[src/common/hmss_defines.vh]
`ifndef HMSS_DEFINES_VH
`define HMSS_DEFINES_VH
// ----------------------------------------
// Fault vector bit positions
// ----------------------------------------
`define HMSS_F_VALID   0
`define HMSS_F_PARITY  1
`define HMSS_F_BIPHASE 2
`define HMSS_F_CONF    3
`define HMSS_F_QCHK    4
`define HMSS_F_CSCHK   5
`define HMSS_F_UNLOCK  6
`define HMSS_NFAULT    7
// ----------------------------------------
// Mode numbers and emphasis code
// ----------------------------------------
`define HMSS_MODE_W    3
`define HMSS_MODE_NONE 3'h0
`define HMSS_MODE1     3'h1
`define HMSS_MODE2     3'h2
`define HMSS_MODE3     3'h3
`define HMSS_MODE4     3'h4
`define HMSS_MODE5     3'h5
`define HMSS_MODE6     3'h6
`define HMSS_PREEMPHASIS_INDICATOR_5015 3'h1
// ----------------------------------------
// Format word: sf,res[1:0],just,del,spol,lrpol
// ----------------------------------------
`define HMSS_FMT_W     7
`define HMSS_OF1       7'h0_002
`define HMSS_OF2       7'h0_005
`define HMSS_OF3       7'h0_008
`define HMSS_OF4       7'h0_025
`define HMSS_OF5       7'h0_032
`define HMSS_IF1       7'h0_002
`define HMSS_IF2       7'h0_005
`define HMSS_IF3       7'h0_008
`define HMSS_IF4       7'h0_028
// ----------------------------------------
// Timing
// ----------------------------------------
`define HMSS_SYNC_MIN  2'h3
`endif

[src/logic/hmss_sync2.v]
`timescale 1ns/1ps
`default_nettype none
module hmss_sync2 #(
   parameter W = 1
) (
   // Clock and reset
   input  wire         mclk_i,
   input  wire         rst_n_i,
   // Data
   input  wire [W-1:0] d_i,
   output wire [W-1:0] q_o
);
   reg [W-1:0] meta_r;
   reg [W-1:0] q_r;
   always @(posedge mclk_i) begin
      if (!rst_n_i) begin
         meta_r <= {W{1'b0}};
         q_r    <= {W{1'b0}};
      end else begin
         meta_r <= d_i;
         q_r    <= meta_r;
      end
   end
   assign q_o = q_r;
endmodule
`default_nettype wire

[src/logic/hmss_fmt_map.v]
`timescale 1ns/1ps
`default_nettype none
`include "hmss_defines.vh"
module hmss_fmt_map (
   // Strap selects
   input  wire [1:0] out_sel_i,
   input  wire       out_direct_i,
   input  wire [1:0] in_sel_i,
   input  wire       out_master_i,
   // Decoded formats
   output wire [6:0] out_fmt_o,
   output wire [6:0] in_fmt_o,
   output wire       out_fmt_bad_o
);
   function [6:0] out_fmt;
      input [1:0] s;
      input       direct;
      begin
         if (direct)
            out_fmt = `HMSS_OF5;
         else begin
            case (s)
               2'h0:    out_fmt = `HMSS_OF1;
               2'h1:    out_fmt = `HMSS_OF2;
               2'h2:    out_fmt = `HMSS_OF3;
               default: out_fmt = `HMSS_OF4;
            endcase
         end
      end
   endfunction
   function [6:0] in_fmt;
      input [1:0] s;
      begin
         case (s)
            2'h0:    in_fmt = `HMSS_IF1;
            2'h1:    in_fmt = `HMSS_IF2;
            2'h2:    in_fmt = `HMSS_IF3;
            default: in_fmt = `HMSS_IF4;
         endcase
      end
   endfunction
   assign out_fmt_o     = out_fmt(out_sel_i, out_direct_i);
   assign in_fmt_o      = in_fmt(in_sel_i);
   // EIAJ output needs the port to drive its own clocks
   assign out_fmt_bad_o = ~out_direct_i & (out_sel_i == 2'h2) & ~out_master_i;
endmodule
`default_nettype wire

[src/logic/hmss_top.v]
`timescale 1ns/1ps
`default_nettype none
`include "hmss_defines.vh"
module hmss_top (
   // Clock and reset
   input  wire       mclk_i,
   input  wire       rst_n_i,
   // Mode straps (board pins)
   input  wire       hw_mode_strap_i,
   input  wire       flow_select_lo_i,
   input  wire       flow_select_hi_i,
   input  wire       src_serial_sel_i,
   // Start-up strap pins sensed on the third edge after reset release
   input  wire       strap_out_master_i,
   input  wire [1:0] strap_out_fmt_i,
   input  wire [1:0] strap_in_fmt_i,
   input  wire       strap_sync_out_i,
   input  wire       preemphasis_indicator_i,
   // Receiver status from decoder
   input  wire [6:0] rx_fault_i,
   input  wire [6:0] rx_fault_mask_i,
   input  wire       rx_subframe_i,
   input  wire [2:0] rx_preemphasis_indicator_code_i,
   // Transmitter framing
   input  wire       tx_subframe_i,
   input  wire       tx_block_first_i,
   input  wire       sync_out_sw_i,
   // Block-start sync pin
   input  wire       block_start_sync_i,
   output wire       block_start_sync_o,
   output wire       block_start_sync_oe_o,
   output wire       tx_block_restart_o,
   // Line driver
   input  wire       line_driver_pos_i,
   input  wire       line_driver_neg_i,
   output wire       line_driver_pos_o,
   output wire       line_driver_neg_o,
   // Control port pins
   input  wire       addr_pin_zero_i,
   input  wire       addr_pin_one_i,
   input  wire       ctrl_sda_drive_low_i,
   input  wire       ctrl_serial_out_i,
   output wire       ctrl_data_o,
   output wire       ctrl_data_oe_o,
   output wire       ctrl_spi_mode_o,
   output wire [2:0] i2c_addr_o,
   output wire       spi_chip_sel_n_o,
   output wire       spi_data_in_o,
   // Side-channel user data pin
   input  wire       side_pin_dir_bit_i,
   input  wire       user_data_rx_i,
   input  wire       user_pin_i,
   output wire       user_pin_o,
   output wire       user_pin_oe_o,
   output wire       user_data_tx_o,
   // Indicators and decoded configuration
   output wire       rx_fault_flag_o,
   output wire       preemphasis_indicator_o,
   output wire       preemphasis_indicator_oe_o,
   output wire       hw_mode_o,
   output wire [2:0] hw_mode_num_o,
   output wire       out_master_o,
   output wire [6:0] out_fmt_o,
   output wire [6:0] in_fmt_o,
   output wire       out_fmt_bad_o,
   output wire       sync_is_out_o
);
   // ----------------------------------------
   // Pin synchronisers
   // ----------------------------------------
   localparam NS = 16;
   wire [NS-1:0] pin_s;
   hmss_sync2 #(.W(NS)) u_sync (
      .mclk_i  (mclk_i),
      .rst_n_i (rst_n_i),
      .d_i     ({hw_mode_strap_i, flow_select_lo_i, flow_select_hi_i, src_serial_sel_i,
                 strap_out_master_i, strap_out_fmt_i, strap_in_fmt_i, strap_sync_out_i,
                 preemphasis_indicator_i, block_start_sync_i, addr_pin_zero_i,
                 addr_pin_one_i, user_pin_i, 1'b0}),
      .q_o     (pin_s)
   );
   wire hw_s    = pin_s[15];
   wire fsl_s   = pin_s[14];
   wire fsh_s   = pin_s[13];
   wire ssel_s  = pin_s[12];
   wire omst_s  = pin_s[11];
   wire [1:0] ofmt_s = pin_s[10:9];
   wire [1:0] ifmt_s = pin_s[8:7];
   wire sout_s  = pin_s[6];
   wire preemphasis_indicator_s  = pin_s[5];
   wire bss_s   = pin_s[4];
   wire a0_s    = pin_s[3];
   wire a1_s    = pin_s[2];
   wire usr_s   = pin_s[1];

   // ----------------------------------------
   // Mode decode
   // ----------------------------------------
   function [2:0] mode_dec;
      input hi;
      input lo;
      input ser;
      begin
         case ({hi, lo})
            2'h0:    mode_dec = ser ? `HMSS_MODE2 : `HMSS_MODE1;
            2'h1:    mode_dec = `HMSS_MODE3;
            2'h2:    mode_dec = `HMSS_MODE4;
            default: mode_dec = ser ? `HMSS_MODE6 : `HMSS_MODE5;
         endcase
      end
   endfunction

   // ----------------------------------------
   // Strap capture after reset release
   // ----------------------------------------
   // Synchroniser delay: straps settle two edges after release, so
   // capture on the third edge, then pins turn to outputs.
   reg [1:0] rcnt_r;
   reg       cap_done_r;
   reg       hw_r;
   reg [2:0] mode_r;
   reg       omst_r;
   reg [1:0] ofmt_r;
   reg [1:0] ifmt_r;
   reg       sout_r;
   reg       addr2_r;
   always @(posedge mclk_i) begin
      if (!rst_n_i) begin
         rcnt_r     <= 2'h0;
         cap_done_r <= 1'b0;
         hw_r       <= 1'b0;
         mode_r     <= `HMSS_MODE_NONE;
         omst_r     <= 1'b0;
         ofmt_r     <= 2'h0;
         ifmt_r     <= 2'h0;
         sout_r     <= 1'b0;
         addr2_r    <= 1'b0;
      end else if (!cap_done_r) begin
         if (rcnt_r != 2'h2) begin
            rcnt_r <= rcnt_r + 2'h1;
         end else begin
            cap_done_r <= 1'b1;
            hw_r       <= hw_s;
            mode_r     <= hw_s ? mode_dec(fsh_s, fsl_s, ssel_s) : `HMSS_MODE_NONE;
            omst_r     <= omst_s;
            ofmt_r     <= ofmt_s;
            ifmt_r     <= ifmt_s;
            sout_r     <= sout_s;
            addr2_r    <= preemphasis_indicator_s;
         end
      end
   end
   assign hw_mode_o     = hw_r;
   assign hw_mode_num_o = mode_r;
   assign out_master_o  = omst_r;
   // Software mode takes the direction from the control bit instead
   assign sync_is_out_o = hw_r ? sout_r : sync_out_sw_i;

   hmss_fmt_map u_fmt (
      .out_sel_i     (ofmt_r),
      .out_direct_i  (mode_r == `HMSS_MODE4),
      .in_sel_i      (ifmt_r),
      .out_master_i  (omst_r),
      .out_fmt_o     (out_fmt_o),
      .in_fmt_o      (in_fmt_o),
      .out_fmt_bad_o (out_fmt_bad_o)
   );

   // ----------------------------------------
   // Receiver fault flag
   // ----------------------------------------
   wire fault_now = |(rx_fault_i & ~rx_fault_mask_i);
   reg  flag_r;
   always @(posedge mclk_i) begin
      if (!rst_n_i)
         flag_r <= 1'b0;
      else if (rx_subframe_i)
         flag_r <= fault_now;
   end
   assign rx_fault_flag_o = flag_r;

   // ----------------------------------------
   // Pre-emphasis indicator
   // ----------------------------------------
   reg preemphasis_indicator_r;
   always @(posedge mclk_i) begin
      if (!rst_n_i)
         preemphasis_indicator_r <= 1'b1;
      else
         preemphasis_indicator_r <= (rx_preemphasis_indicator_code_i != `HMSS_PREEMPHASIS_INDICATOR_5015);
   end
   assign preemphasis_indicator_o    = preemphasis_indicator_r;
   assign preemphasis_indicator_oe_o = cap_done_r;

   // ----------------------------------------
   // Block-start sync
   // ----------------------------------------
   reg [1:0] bss_cnt_r;
   reg       bss_arm_r;
   reg       bss_out_r;
   reg       restart_r;
   always @(posedge mclk_i) begin
      if (!rst_n_i) begin
         bss_cnt_r <= 2'h0;
         bss_arm_r <= 1'b0;
         bss_out_r <= 1'b0;
         restart_r <= 1'b0;
      end else begin
         restart_r <= 1'b0;
         if (tx_subframe_i)
            bss_out_r <= tx_block_first_i;
         if (!sync_is_out_o && cap_done_r) begin
            if (!bss_s)
               bss_cnt_r <= 2'h0;
            else if (bss_cnt_r != `HMSS_SYNC_MIN)
               bss_cnt_r <= bss_cnt_r + 2'h1;
            if (bss_s && bss_cnt_r == `HMSS_SYNC_MIN - 2'h1)
               bss_arm_r <= 1'b1;
            else if (tx_subframe_i && bss_arm_r) begin
               bss_arm_r <= 1'b0;
               restart_r <= 1'b1;
            end
         end else begin
            bss_cnt_r <= 2'h0;
            bss_arm_r <= 1'b0;
         end
      end
   end
   assign block_start_sync_o    = bss_out_r;
   assign block_start_sync_oe_o = sync_is_out_o & cap_done_r;
   assign tx_block_restart_o    = restart_r;

   // ----------------------------------------
   // Line driver gating
   // ----------------------------------------
   assign line_driver_pos_o = rst_n_i & cap_done_r & line_driver_pos_i;
   assign line_driver_neg_o = rst_n_i & cap_done_r & line_driver_neg_i;

   // ----------------------------------------
   // Control port protocol select
   // ----------------------------------------
   reg a0_d_r;
   reg spi_r;
   always @(posedge mclk_i) begin
      if (!rst_n_i) begin
         a0_d_r <= 1'b1;
         spi_r  <= 1'b0;
      end else begin
         a0_d_r <= a0_s;
         // Synchroniser reads low until primed; ignore edges before capture
         if (cap_done_r && a0_d_r && !a0_s)
            spi_r <= 1'b1;
      end
   end
   assign ctrl_spi_mode_o  = spi_r;
   assign i2c_addr_o       = {addr2_r, a1_s, a0_s};
   assign spi_chip_sel_n_o = spi_r ? a0_s : 1'b1;
   assign spi_data_in_o    = spi_r ? a1_s : 1'b0;
   // Open drain in I2C: only ever drive low
   assign ctrl_data_o      = spi_r ? ctrl_serial_out_i : 1'b0;
   assign ctrl_data_oe_o   = spi_r ? ~spi_chip_sel_n_o : ctrl_sda_drive_low_i;

   // ----------------------------------------
   // Side-channel user data pin
   // ----------------------------------------
   // Direction bit held low by reset in the register owner
   assign user_pin_oe_o  = side_pin_dir_bit_i & cap_done_r;
   assign user_pin_o     = user_data_rx_i;
   assign user_data_tx_o = side_pin_dir_bit_i ? 1'b0 : usr_s;
endmodule
`default_nettype wire

[config.mk]
export PLATFORM = sky130hd
export DESIGN_NAME = hmss_top
export DESIGN_NICKNAME = d
export VERILOG_FILES = /design/src/logic/hmss_sync2.v /design/src/logic/hmss_fmt_map.v /design/src/logic/hmss_top.v
export VERILOG_INCLUDE_DIRS = /design/src /design/src/common
export SDC_FILE = /design/constraint.sdc
export NUM_CORES = 1
export LEC_CHECK = 0
export CAP_MARGIN = 20
export CORE_MARGIN = 2
export CORE_UTILIZATION = 25
export CTS_CLUSTER_DIAMETER = 30
export DETAILED_ROUTE_END_ITERATION = 6
export DONT_BUFFER_PORTS = 1
export GPL_TIMING_DRIVEN = 0
export PLACE_DENSITY = 0.39
export SYNTH_ARGS = -nofsm -noshare
export SYNTH_HDL_FRONTEND = slang
export SYNTH_SLANG_ARGS = --single-unit
[constraint.sdc]
create_clock -name mclk_i -period 1 [get_ports mclk_i]
set_input_delay 0.2 -clock mclk_i [delete_from_list [all_inputs] [get_ports mclk_i]]
set_output_delay 0.2 -clock mclk_i [all_outputs]
set_load 0.005 [all_outputs]
Yosys cells after proc, flatten, opt, wreduce, memory -nomap -nowiden
Index checks and enable logic that the tools add are counted.
- register bits after elaboration: 55
- logic and storage cells: 84
- input port bits: 44
- output and inout bits: 40
- bitwise operators: 16
- reduce and logical (&&, ||, !) cells: 17
- add/sub/neg operators: 2
- multiplexer cells: 18
- equality and inequality tests: 11
- operators with widths (cell ; count):
    6-bit case mux with 3 select lines ; 2
    1-bit 2-to-1 mux ; 11
    3-bit case mux with 3 select lines ; 1
    2-bit equality test, second input constant ; 4
    1-bit AND ; 7
    7-bit AND ; 1
    7-bit 2-to-1 mux ; 1
    1-bit NOT ; 7
    7-bit NOT ; 1
    7-bit OR reduction ; 1
    2-bit by 1-bit equality test with 1-bit output, second input constant ; 3
    2-bit zero test ; 3
    2-bit AND reduction ; 3
    1-bit logical AND ; 5
    2-bit by 1-bit adder with 2-bit output, second input constant ; 2
    2-bit 2-to-1 mux ; 2
    2-bit != test, second input constant ; 2
    3-bit equality test, second input constant ; 1
    3-bit 2-to-1 mux ; 1
    3-bit by 1-bit != test with 1-bit output, second input constant ; 1
    3-bit AND reduction ; 1
    3-bit OR reduction ; 1
    1-bit zero test ; 2
    2-bit nonzero test ; 1

Depth between registers and ports, before layout
- word-level depth: 5
- depth in mapped cells: 6
- gate-level depth less buffers: 5

Modules after synthesis
Synthesis repeated with hierarchy kept, for this count alone.
- cells, all modules: 204
- area, all modules: 2074.5 um^2
- modules (own cells, without submodules) (module ; times used ; seq. area each (um^2) ; cells an instance ; area an instance (um^2)):
    hmss_top ; 1 ; 460.4 ; 121 ; 1062.3
    hmss_sync2 ; 1 ; 640.6 ; 67 ; 895.9
    hmss_fmt_map ; 1 ; 0.0 ; 16 ; 116.4

Worst setup path after synthesis
Ideal clock, no wire load.
- kind: register -> output
- start point: register mode_r[2] (netlist: hw_mode_num_o[2])
- end point: output port out_fmt_bad_o
- path buffers: 0
- arrival time: 0.923 ns
- cell stages (with the launch flop): 4
- required time: 0.800 ns
- path slack: -0.123 ns
- path through: dfxtp_1 > nor3b_2 > nor3b_1 > nor2b_1
- word-level cells in the longest chain between the ends: 4
- ends and longest elaborated chain (what ; RTL line ; RTL):
    from (decl) ; hmss_top.v:121 ; reg [2:0] mode_r;
    from (signal assigned) ; hmss_top.v:132 ; mode_r <= `HMSS_MODE_NONE;
    from (signal assigned) ; hmss_top.v:144 ; mode_r <= hw_s ? mode_dec(fsh_s, fsl_s, ssel_s) : `HMSS_MODE_NONE;
    3-bit equality test (no line) ; - ;
    net u_fmt.out_direct_i ; hmss_fmt_map.v:7 ; input wire out_direct_i,
    1-bit NOT ; hmss_fmt_map.v:45 ; assign out_fmt_bad_o = ~out_direct_i & (out_sel_i == 2'h2) & ~out_master_i;
    1-bit AND (2 in series) ; hmss_fmt_map.v:45 ;
    to (decl) ; hmss_top.v:65 ; output wire out_fmt_bad_o,
The timed path passes the listed nets, and every way through them passes these cells.

Worst setup path in the final report
- start point: register mode_r[1] (netlist: hw_mode_num_o[1])
- end point: output port out_fmt_bad_o
The elaborated chain is that of the path after synthesis.

==> impl_metrics.ini <==
[worst_hold_path]
hold_class = in -> reg
hold_end = tx_block_restart_o$_SDFF_PP0_
holdPathStages = 2
worstHoldStart = tx_subframe_i

[clock_network]
cts_tree = built
cts.sinks = 53
cts-buffers-inserted = 5
cts-root-buf = clkbuf_8
htreeDepth = 2
cts_buffer_depth = 2
clkTransAtPathRegs_ns = 0.09
clock_latency_ns = 0.30

[worst_setup_path]
critical-path-max-stage-delay_ns = 0.35
rr_startpoint = rcnt_r[0]$_SDFFE_PN0P_
crit_path_end_kind = output pin
worstPathCellList = nor3b_4, nor3b_2, nor2b_2
timing_worst_setup_path_type = reg -> out
cp.required_ns = 0.80
rrSetupSlack_ns = -0.11
worst_setup_path_start_kind = flip-flop
r2r_cells = 6
r2r-end = hw_mode_num_o[2]$_SDFFE_PN0P_
critPathTopFamily = simple AND/OR/NAND/NOR gates
cp.arrival_ns = 1.22
cp_max_fo = 5
crit_slowest_cell = dfxtp_2
critPathBufInv = 0

[route]
ant_nets = 0
vias = 1339
vias_per_cell = 4.03
dr.pass1.iters = 3
detail_route.wl_per_cell_um = 11.9
drc = 0
routed_wl_um = 3960
drtIter0Drc = 29

[cells_and_area]
drive_gt1_share_pct = 39.1
n_antenna_cell = 0
stdcell_area_um2 = 2620
fillers = 804
finalNonFillerCells = 332
area_growth_pct = 32.4
fin_util_pct = 34.1
num-nets-final = 277

[placement]
place.gp.congestion = 0.634
io_buffers = 0
dp_slack_ns = -0.233
placed_cell_area_um2 = 2160
dp_cells = 308
hpwlAfterDp_um = 2740

[global_routing]
gr-total-overflow = 0
grt_use_total_pct = 9.43
grt_pass1_vias = 1274
grt_antenna_before_repair = 0
grt_max_degree = 16
grt_pass1_wl_um = 6180

[floorplan]
io_pins = 84
die_w_um = 93.0
die_height_um = 93.0
row_count = 32
core_um2 = 7690
floorplan.initialDensity_pct = 25.7
dieArea_um2 = 8650

[power]
irDropWorstVdd_uv = 545
p_leak_nw = 1.06
totalPowerFinal_mw = 4.89
power.density_nw_per_um2 = 1870

[yosys]
synth_top_cell_by_area = dfxtp_1
ys_ff_latch = 53
yosysTopAreaCellShare_pct = 53.6
syn_inst = 204
synth_flop_cell = dfxtp_1
synthArstFlopShare_pct = 0
avgSynthCellArea_um2 = 9.70
synth_area_um2 = 1980
yosys_warnings = 0
synth_edf_count = 0
synth_seq_area_share_pct = 53.6
synth.area.top_cells = dfxtp_1, and2_1, buf_4
yosysUniqueCellTypes = 34

[timing]
finalMaxSlewViolations = 0
fin_crit_ns = 1.42
rsz0062_at_grt = true
holdWs_ns = 0.0165
finalSetupViolCount = 36
fmax_mhz = 706
hold_viol = 0
setup_ws_ns = -0.416
fin_crit_sh_pct = 142
setup_tns_ns = -5.03
skew_ns = 0.00605

[status]
violations = setup timing
status = finished, violations left

[job]
max_cap_violations = 0
## where the power goes
part | leakage, nW | switching [mW] | internal (mW)
Clock | 0.0540 | 0.656 | 0.728
Combinational | 0.565 | 0.493 | 0.643
Sequential | 0.442 | 0.110 | 2.26
## synth_stat cells, types with 3 or more instances
cell / instances
a21boi_0: 9
and2_1: 35
buf_4: 12
clkbuf_1: 4
dfxtp_1: 53
ha_1: 3
inv_1: 9
nand2_1: 20
nand2b_1: 5
nand3_1: 6
nor2_1: 7
nor2b_1: 11
o21ai_0: 4
## cell usage in the layout, fill, tap and decap left out, drive strengths merged, types with 3 or more instances in the layout
| cell | instances |
|---|---|
| o21ai | 4 |
| a21boi | 9 |
| and2 | 35 |
| conb | 3 |
| nor2 | 7 |
| ha | 3 |
| inv | 9 |
| nand3 | 6 |
| dfxtp | 53 |
| dlygate4sd3 | 4 |
| nand2 | 20 |
| nor2b | 11 |
| buf | 27 |
| clkbuf | 11 |
| nand2b | 5 |
## flip-flops by register name (all words and copies together), names as in the netlist, 2 cells and up
register       cells
bss_cnt_r          2
hw_mode_num_o      3
ifmt_r             2
ofmt_r             2
rcnt_r             2
u_sync.meta_r     15
u_sync.q_o        15
## worst max-delay path by stage
stage | from | end | depth (start not counted) | slack [ns]
after floorplan | hw_mode_num_o[1]$_SDFFE_PN0P_ | out_fmt_bad_o | 3 | -0.03
after global placement | rst_n_i | hw_mode_num_o[1]$_SDFFE_PN0P_ | 4 | -0.20
after CTS | hw_mode_num_o[2]$_SDFFE_PN0P_ | out_fmt_bad_o | 3 | -0.46
final | hw_mode_num_o[1]$_SDFFE_PN0P_ | out_fmt_bad_o | 3 | -0.42
after detailed placement | rst_n_i | hw_mode_num_o[0]$_SDFFE_PN0P_ | 4 | -0.23
after global routing | hw_mode_num_o[1]$_SDFFE_PN0P_ | out_fmt_bad_o | 3 | -0.48
## final cells by class
type | count | area, µm² | area share [%]
sequential | 53 | 1090 | 41.5
timing repair buffer | 17 | 168 | 6.40
tap | 102 | 128 | 4.87
buffer | 20 | 141 | 5.39
clock inverter | 2 | 35.0 | 1.34
multi-input combinational | 124 | 958 | 36.6
inverter | 9 | 33.8 | 1.29
clock buffer | 5 | 68.8 | 2.63
## layer usage
layer  track usage, %  share of wire, %  vias up
met5                0                 0        -
met4             4.04               1.9        0
met3             3.22               7.7        6
met2             14.7                45       61
met1             11.8                46      585
li1                 -                 -      687
## what timing repair did
item / 4_1_cts / 5_1_grt
setup buffers: 6 / 5
resized for setup: 51 / 22
pin swaps: 22 / 14
gates cloned: 3 / 0
hold buffers: 2 / 2
endpoints found under the setup margin: 38 / 41
hold endpoints to repair: 1 / 2
## cell families (layout without fill, tap and decap cells)
logic type,count (synthesis),after routing,share of synthesized area [%]
AND/OR/NAND/NOR,90,90,25.3
flip-flops,53,53,53.6
buffers and inverters,29,53,8.28
AO/OA/AOI/OAI,22,22,7.84
adder cells (fa/ha/maj),5,5,2.91
XOR/XNOR,2,2,0.885
multiplexers,2,2,1.01
other,1,3,0.189
Power figures use the tool's default switching activity.
